`config.mk`:
```
export PLATFORM = sky130hd
export DESIGN_NAME = core_interrupt_control
export DESIGN_NICKNAME = d
export VERILOG_FILES = /design/src/hw/core_interrupt_control.v /design/src/hw/edge_sync.v
export VERILOG_INCLUDE_DIRS = /design/src /design/src/hw
export SDC_FILE = /design/constraint.sdc
export NUM_CORES = 1
export LEC_CHECK = 0
export BUFFER_PORTS_ARGS = -buffer_cell sky130_fd_sc_hd__buf_2
export CAP_MARGIN = 20
export CORE_MARGIN = 2
export CORE_UTILIZATION = 55
export CTS_BUF_LIST = sky130_fd_sc_hd__clkbuf_16
export CTS_CLUSTER_DIAMETER = 150
export DETAILED_ROUTE_END_ITERATION = 16
export PLACE_DENSITY = 0.84
export SYNTH_ARGS = -nofsm -noshare
export SYNTH_HDL_FRONTEND = slang
export SYNTH_HIERARCHICAL = 1
export SYNTH_SLANG_ARGS = --single-unit
export TNS_END_PERCENT = 20
```
`constraint.sdc`:
```
create_clock -name CLK -period 6.2 [get_ports CLK]
set_input_delay 0.31 -clock CLK [delete_from_list [all_inputs] [get_ports CLK]]
set_output_delay 0.31 -clock CLK [all_outputs]
set_load 0.02 [all_outputs]
```
`src/hw/irq_ctl_map.vh`:
```
// Purpose: Constants for the core interrupt control block.
// Assumes: APB, 32-bit data, one register per aligned word.
// Notes: Offsets are byte addresses.
`ifndef IRQ_CTL_MAP_VH
`define IRQ_CTL_MAP_VH

// ----------------------------------------
// Register offsets
// ----------------------------------------
`define OFF_CONTROL 12'h000
`define OFF_OPTION 12'h004
`define OFF_PFLAG_A 12'h008
`define OFF_PFLAG_B 12'h00C
`define OFF_PEN_A 12'h010
`define OFF_PEN_B 12'h014
`define OFF_STATUS 12'h018
`define OFF_CORE 12'h01C

// ----------------------------------------
// Control and option register fields
// ----------------------------------------
`define B_GLOBAL 7
`define B_PERIPH_EN 6
`define B_T0_EN 5
`define B_EXT_EN 4
`define B_PORT_EN 3
`define B_T0_FLAG 2
`define B_EXT_FLAG 1
`define B_PORT_FLAG 0
`define B_EDGE_SEL 6

// ----------------------------------------
// Reset values and constants
// ----------------------------------------
`define RST_CONTROL 8'h00
`define RST_OPTION 8'hFF
`define RST_PERIPH 8'h00
`define IRQ_VECTOR 13'h0004
`define STACK_DEPTH 8
`define LAT_SYNC 2
`endif
```
`src/hw/core_interrupt_control.v`:
```
// Purpose: Interrupt flags, enables, vectoring and halt wake-up for the core.
// Assumes: APB slave, zero wait states; core drives the strobes below.
// Notes: Peripheral flags arrive as one-cycle set pulses from same clock.
`include "irq_ctl_map.vh"
`default_nettype none
module core_interrupt_control #(
	parameter PC_W = 13,
	parameter DEPTH = `STACK_DEPTH
) (
	input wire CLK,
	input wire RESETN,
	// APB
	input wire PSEL,
	input wire PENABLE,
	input wire PWRITE,
	input wire [11:0] PADDR,
	input wire [31:0] PWDATA,
	input wire [3:0] PSTRB,
	output reg [31:0] PRDATA,
	output wire PREADY,
	output wire PSLVERR,
	// Pins
	input wire EXT_IRQ_PIN,
	input wire [3:0] SECOND_IO_PORT_HI,
	// Same-clock event sources
	input wire TIMER0_WRAP,
	input wire [7:0] PERIPH_SET_A,
	input wire [7:0] PERIPH_SET_B,
	// Core sequencer
	input wire INSTR_END,
	input wire [PC_W-1:0] RETURN_PC,
	input wire RETURN_FROM_IRQ_INSTR,
	input wire HALT_INSTR,
	output wire IRQ_REQUEST,
	output reg VECTOR_TAKE,
	output reg [PC_W-1:0] NEXT_PC,
	output reg PC_LOAD,
	output reg HALTED,
	output reg WAKE,
	output reg STACK_OVERFLOW
);
	// ----------------------------------------
	// Registers
	// ----------------------------------------
	reg [7:0] irq_control_reg_q; // Global, enables and core flags
	reg [7:0] option_q; // Edge select at bit 6
	reg [7:0] periph_flag_reg_a_q;
	reg [7:0] periph_flag_reg_b_q;
	reg [7:0] periph_enable_reg_a_q;
	reg [7:0] periph_enable_reg_b_q;
	reg [PC_W-1:0] stack_q [0:DEPTH-1]; // Return addresses only
	reg [3:0] sp_q; // Stack depth in use
	reg [3:0] port_last_q; // Port value seen by last compare

	// ----------------------------------------
	// Pin synchronisers
	// ----------------------------------------
	wire [4:0] pin_q;
	wire [4:0] pin_rise;
	wire [4:0] pin_fall;
	edge_sync #(.W(5)) u_sync (
		.CLK(CLK),
		.RESETN(RESETN),
		.D({SECOND_IO_PORT_HI, EXT_IRQ_PIN}),
		.Q(pin_q),
		.RISE(pin_rise),
		.FALL(pin_fall)
	);
	// Two sync stages plus one flag stage keeps pin latency in 2-3 cycles
	wire ext_edge_select = option_q[`B_EDGE_SEL];
	wire ext_event = ext_edge_select ? pin_rise[0] : pin_fall[0];
	// Any change on the upper four port pins versus last value
	wire port_event = |(pin_q[4:1] ^ port_last_q);

	// ----------------------------------------
	// APB decode
	// ----------------------------------------
	wire acc = PSEL & PENABLE;
	wire wr = acc & PWRITE & PSTRB[0];
	wire hit_ctl = (PADDR == `OFF_CONTROL);
	wire hit_opt = (PADDR == `OFF_OPTION);
	wire hit_fa = (PADDR == `OFF_PFLAG_A);
	wire hit_fb = (PADDR == `OFF_PFLAG_B);
	wire hit_ea = (PADDR == `OFF_PEN_A);
	wire hit_eb = (PADDR == `OFF_PEN_B);
	wire hit_st = (PADDR == `OFF_STATUS);
	wire hit_core = (PADDR == `OFF_CORE);
	wire mapped = hit_ctl | hit_opt | hit_fa | hit_fb | hit_ea | hit_eb | hit_st | hit_core;
	assign PREADY = 1'b1; // Zero wait states
	assign PSLVERR = acc & ~mapped; // Unmapped access errors

	// ----------------------------------------
	// Request logic
	// ----------------------------------------
	wire [7:0] c = irq_control_reg_q;
	wire core_pend = (c[`B_T0_FLAG] & c[`B_T0_EN]) | (c[`B_EXT_FLAG] & c[`B_EXT_EN])
		| (c[`B_PORT_FLAG] & c[`B_PORT_EN]);
	wire per_pend = c[`B_PERIPH_EN] & (|(periph_flag_reg_a_q & periph_enable_reg_a_q)
		| |(periph_flag_reg_b_q & periph_enable_reg_b_q));
	wire any_pend = core_pend | per_pend;
	assign IRQ_REQUEST = c[`B_GLOBAL] & any_pend;
	// Take at the next instruction boundary, or at once while halted
	wire take = IRQ_REQUEST & (INSTR_END | HALTED);
	wire do_ret = RETURN_FROM_IRQ_INSTR & (sp_q != 4'h0) & ~take;

	// ----------------------------------------
	// Control register: hardware updates win over software writes
	// ----------------------------------------
	reg [7:0] ctl_d;
	always @* begin
		ctl_d = irq_control_reg_q;
		if (wr & hit_ctl) begin
			ctl_d = PWDATA[7:0];
		end
		if (take) begin
			ctl_d[`B_GLOBAL] = 1'b0;
		end else if (do_ret) begin
			ctl_d[`B_GLOBAL] = 1'b1;
		end
		// Flags stay set until software clears them; software must do so
		if (ext_event) begin
			ctl_d[`B_EXT_FLAG] = 1'b1;
		end
		if (TIMER0_WRAP) begin
			ctl_d[`B_T0_FLAG] = 1'b1;
		end
		if (port_event) begin
			ctl_d[`B_PORT_FLAG] = 1'b1;
		end
	end

	// Register file and flags
	always @(posedge CLK or negedge RESETN) begin
		if (!RESETN) begin
			irq_control_reg_q <= `RST_CONTROL;
			option_q <= `RST_OPTION;
			periph_flag_reg_a_q <= `RST_PERIPH;
			periph_flag_reg_b_q <= `RST_PERIPH;
			periph_enable_reg_a_q <= `RST_PERIPH;
			periph_enable_reg_b_q <= `RST_PERIPH;
			port_last_q <= 4'h0;
		end else begin
			irq_control_reg_q <= ctl_d;
			port_last_q <= pin_q[4:1];
			if (wr & hit_opt) begin
				option_q <= PWDATA[7:0];
			end
			if (wr & hit_ea) begin
				periph_enable_reg_a_q <= PWDATA[7:0];
			end
			if (wr & hit_eb) begin
				periph_enable_reg_b_q <= PWDATA[7:0];
			end
			// Peripheral flags: hardware set beats software write
			periph_flag_reg_a_q <= ((wr & hit_fa) ? PWDATA[7:0] : periph_flag_reg_a_q)
				| PERIPH_SET_A;
			periph_flag_reg_b_q <= ((wr & hit_fb) ? PWDATA[7:0] : periph_flag_reg_b_q)
				| PERIPH_SET_B;
		end
	end

	// ----------------------------------------
	// Return stack and vectoring
	// ----------------------------------------
	// Only the return address is pushed; working state is software's job
	always @(posedge CLK) begin
		if (take & (sp_q < DEPTH)) begin
			stack_q[sp_q[2:0]] <= RETURN_PC;
		end
	end

	// Stack pointer, vector and return outputs
	always @(posedge CLK or negedge RESETN) begin
		if (!RESETN) begin
			sp_q <= 4'h0;
			VECTOR_TAKE <= 1'b0;
			PC_LOAD <= 1'b0;
			NEXT_PC <= {PC_W{1'b0}};
			STACK_OVERFLOW <= 1'b0;
		end else begin
			VECTOR_TAKE <= take;
			PC_LOAD <= take | do_ret;
			if (take) begin
				NEXT_PC <= `IRQ_VECTOR;
				if (sp_q < DEPTH) begin
					sp_q <= sp_q + 4'h1;
				end else begin
					// Full stack: address lost, sticky warning kept
					STACK_OVERFLOW <= 1'b1;
				end
			end else if (do_ret) begin
				NEXT_PC <= stack_q[sp_q[2:0] - 3'h1];
				sp_q <= sp_q - 4'h1;
			end
		end
	end

	// ----------------------------------------
	// Halt and wake-up
	// ----------------------------------------
	// Wake on any enabled pending source, global enable ignored
	// Flags stay set so the waking source is visible
	// With global clear, core resumes in line after the halt
	always @(posedge CLK or negedge RESETN) begin
		if (!RESETN) begin
			HALTED <= 1'b0;
			WAKE <= 1'b0;
		end else begin
			WAKE <= 1'b0;
			if (HALTED) begin
				if (any_pend) begin
					HALTED <= 1'b0;
					WAKE <= 1'b1;
				end
			end else if (HALT_INSTR & ~any_pend) begin
				// Pending source makes the halt act as no-op
				HALTED <= 1'b1;
			end
		end
	end

	// ----------------------------------------
	// Read mux
	// ----------------------------------------
	always @* begin
		PRDATA = 32'h0000_0000;
		if (acc & ~PWRITE) begin
			if (hit_ctl) PRDATA[7:0] = irq_control_reg_q;
			if (hit_opt) PRDATA[7:0] = option_q;
			if (hit_fa) PRDATA[7:0] = periph_flag_reg_a_q;
			if (hit_fb) PRDATA[7:0] = periph_flag_reg_b_q;
			if (hit_ea) PRDATA[7:0] = periph_enable_reg_a_q;
			if (hit_eb) PRDATA[7:0] = periph_enable_reg_b_q;
			if (hit_st) PRDATA[7:0] = {STACK_OVERFLOW, HALTED, IRQ_REQUEST, 1'b0, sp_q};
			if (hit_core) PRDATA[7:0] = {3'h0, pin_q};
		end
	end
	// Up to 19 sources: 3 core plus 8+8 peripheral slots, 11 used typically
endmodule
`default_nettype wire

```
`src/hw/edge_sync.v`:
```
// Purpose: Two-stage synchroniser with edge report for async pins.
// Assumes: One clock, async active-low reset.
// Notes: First stage feeds only the second stage.
`default_nettype none
module edge_sync #(
	parameter W = 5
) (
	input wire CLK,
	input wire RESETN,
	input wire [W-1:0] D,
	output reg [W-1:0] Q,
	output wire [W-1:0] RISE,
	output wire [W-1:0] FALL
);
	// ----------------------------------------
	// Stages
	// ----------------------------------------
	reg [W-1:0] meta_q; // First stage, read only by Q
	reg [W-1:0] last_q; // Previous settled value
	genvar i;
	generate
		for (i = 0; i < W; i = i + 1) begin : g_bit
			// Per-bit sync and history
			always @(posedge CLK or negedge RESETN) begin
				if (!RESETN) begin
					meta_q[i] <= 1'b0;
					Q[i] <= 1'b0;
					last_q[i] <= 1'b0;
				end else begin
					meta_q[i] <= D[i];
					Q[i] <= meta_q[i];
					last_q[i] <= Q[i];
				end
			end
			assign RISE[i] = Q[i] & ~last_q[i];
			assign FALL[i] = ~Q[i] & last_q[i];
		end
	endgenerate
endmodule
`default_nettype wire

```
==> results.py <==
metrics = {
    "clocking": {
        "post_cts_buffers": 0,
        "htree_levels": 4,
        "cts_buffers": 17,
        "cts_tree": "built",
        "cts.sinks": 189,
        "clock_latency_ns": 0.44,
        "clk_pin_slew_ns": 0.08,
        "clock_path_buffers": 2,
        "clock_tree.root_cell": "clkbuf_16",
    },
    "drt": {
        "dr_total_vias": 5178,
        "drc": 0,
        "wl_met2_mm": 9.94,
        "wirelength_mm": 19.1,
        "topRoutingLayerUsed": "met4",
        "wl_per_cell_um": 22.2,
        "wl_met3_mm": 1.49,
        "m1WireLength_mm": 7.11,
        "vias_per_cell": 6.03,
        "first_pass_iters": 5,
        "drt_iter0_markers": 412,
        "final_antenna_net_count": 0,
    },
    "worst_setup_path": {
        "critPathCaptureType": "register",
        "crit_buf_inv": 2,
        "path_max_fanout": 33,
        "slowest_stage": "dfrtp_2",
        "cpPeakStageDelay_ns": 1.01,
        "r2r_start": "sp_q[0]",
        "crit_start": "sp_q[0]",
        "cp_top_family": "flip-flops",
        "worstPathRequired_ns": 6.51,
        "startpoint_type": "register",
        "critPathArrivalTime_ns": 3.56,
        "crit_chain": "inv_1 > ha_1 > xor2_1 > buf_4 > mux2i_1 > nor2_1 > a211o_1",
        "crit_type": "register to register",
    },
    "global_route": {
        "grt_pass1_vias": 5490,
        "grt_usage_pct": 25.1,
        "overflow": 0,
        "grt_pass1_wl_mm": 30.0,
        "antenna_found_initial": 1,
        "grt_max_degree": 52,
    },
    "timing": {
        "period_needed_ns": 3.25,
        "tightest_slew_ns": 0.991,
        "tns_ns": 0,
        "timing.fmax_mhz": 307,
        "max_slew_margin_pct": 33.9,
        "grt_setup_unrepaired": "no",
        "slew_violations": 0,
        "finalSetupViolations": 0,
        "finalHoldViolCount": 0,
        "finalClockSkew_ns": 0.0199,
        "period_share_pct": 52.5,
    },
    "min_path": {
        "hold_path.class": "input port to register",
        "hold_start": "PERIPH_SET_A[5]",
    },
    "pwr": {
        "power.leakage_nw": 3.75,
        "power_density_nw_per_um2": 370,
        "fin_total_pwr_mw": 3.53,
        "irDropWorstVdd_uv": 325,
    },
    "floorplan": {
        "die_x_um": 127,
        "die_area_um2": 16100,
        "start_util_pct": 56.5,
        "num_rows": 44,
        "ioPinCount": 144,
        "core_um2": 14600,
        "die_h_um": 127,
    },
    "synthesis": {
        "netlist_area_um2": 8280,
        "synthCells": 559,
        "synth.avg_cell_area_um2": 14.8,
        "yosys_warnings": 6,
    },
    "placed_design": {
        "port_buffers": 91,
        "hpwl_mm": 12.7,
        "gp_congestion": 0.896,
    },
    "status": {
        "status": "finished clean",
    },
    "job": {
        "max_cap_violations": 0,
    },
    "finish": {
        "drive_above_1_share_pct": 32.2,
        "area_delta_synth_final_pct": 15.4,
        "final_nets": 757,
        "final_util_pct": 65.3,
    },
}
-- power breakdown --
part	leakage [nW]	switching, mW	total [mW]	internal [mW]
clock network	0.304	0.536	1.13	0.591
registers	1.90	0.116	1.51	1.39
logic	1.55	0.460	0.897	0.436
total	3.75	1.11	3.53	2.42
-- layout make-up --
type	count	area (µm²)
Sequential cell	189	5260
Fill cell	1016	5090
Multi-Input combinational cell	333	2780
Timing Repair Buffer	110	623
Clock buffer	17	425
Tap cell	184	230
Clock inverter	15	204
Inverter	9	33.8
Antenna cell	1	2.50
-- registers in the layout, summed over array words and instances, names as in the netlist --
signal	cells
HALTED	1
NEXT_PC	13
PC_LOAD	1
STACK_OVERFLOW	1
VECTOR_TAKE	1
WAKE	1
c	8
option_q	8
periph_enable_reg_a_q	8
periph_enable_reg_b_q	8
periph_flag_reg_a_q	8
periph_flag_reg_b_q	8
port_last_q	4
sp_q	4
stack_q	104
u_sync/Q	5
u_sync/last_q	1
u_sync/meta_q	5
-- cells in the final DEF (no fill, tap or decap), types with 11 or more instances in the layout --
cell and count:
edfxtp_1 104, nor2_1 38, buf_2 90, o21ai_0 21, dfrtp_1 76, conb_1 25, a211o_1 18, mux4_2 28
clkbuf_16 17, mux2_2 21, nand2_1 28, buf_4 13, a211oi_1 12, mux2i_1 23, a21oi_1 11
-- repair_timing --
item                       4_1_cts  5_1_grt
hold endpoints to repair        36        0
gates resized for setup          0        0
hold buffers                     6        0
setup endpoints to repair        0        0
-- worst reg2reg max path: stages (launching register included) --
cell and delay (ns):
dfrtp_2 1.01, inv_1 0.31, ha_1 0.32, xor2_1 0.58
buf_4 0.36, mux2i_1 0.21, nor2_1 0.06, a211o_1 0.29
-- stage by stage --
step	worst slack [ns]	cell area [µm²]	instances	hold slack, ns
floorplan	3.13	8370	582	0.0144
global placement	2.72	8850	818	0.276
detailed placement	2.67	8850	818	0.286
CTS	2.64	9540	856	0.0397
global route	2.66	9560	857	0.0481
finish	2.95	9560	858	0.0596
-- routing by layer --
metal | track usage [%] | vias to the layer above
met3 | 6.37 | 46
met4 | 12.3 | 0
li1 | - | 2280
met2 | 43.2 | 265
met1 | 29.7 | 2587
met5 | 0 | -
-- worst paths after layout --
path                                          end  slack, ns  depth (start not counted)
min in group asynchronous  periph_flag_reg_b_q[2]       0.36                          2
max reg2reg                            NEXT_PC[2]       2.95                          7
max                                    NEXT_PC[2]       2.95                          7
min                        periph_flag_reg_a_q[5]       0.06                          2
max in group asynchronous                 sp_q[0]       4.80                          3
min reg2reg                           u_sync/Q[3]       0.35                          0
(Power assumes the default switching activity.)
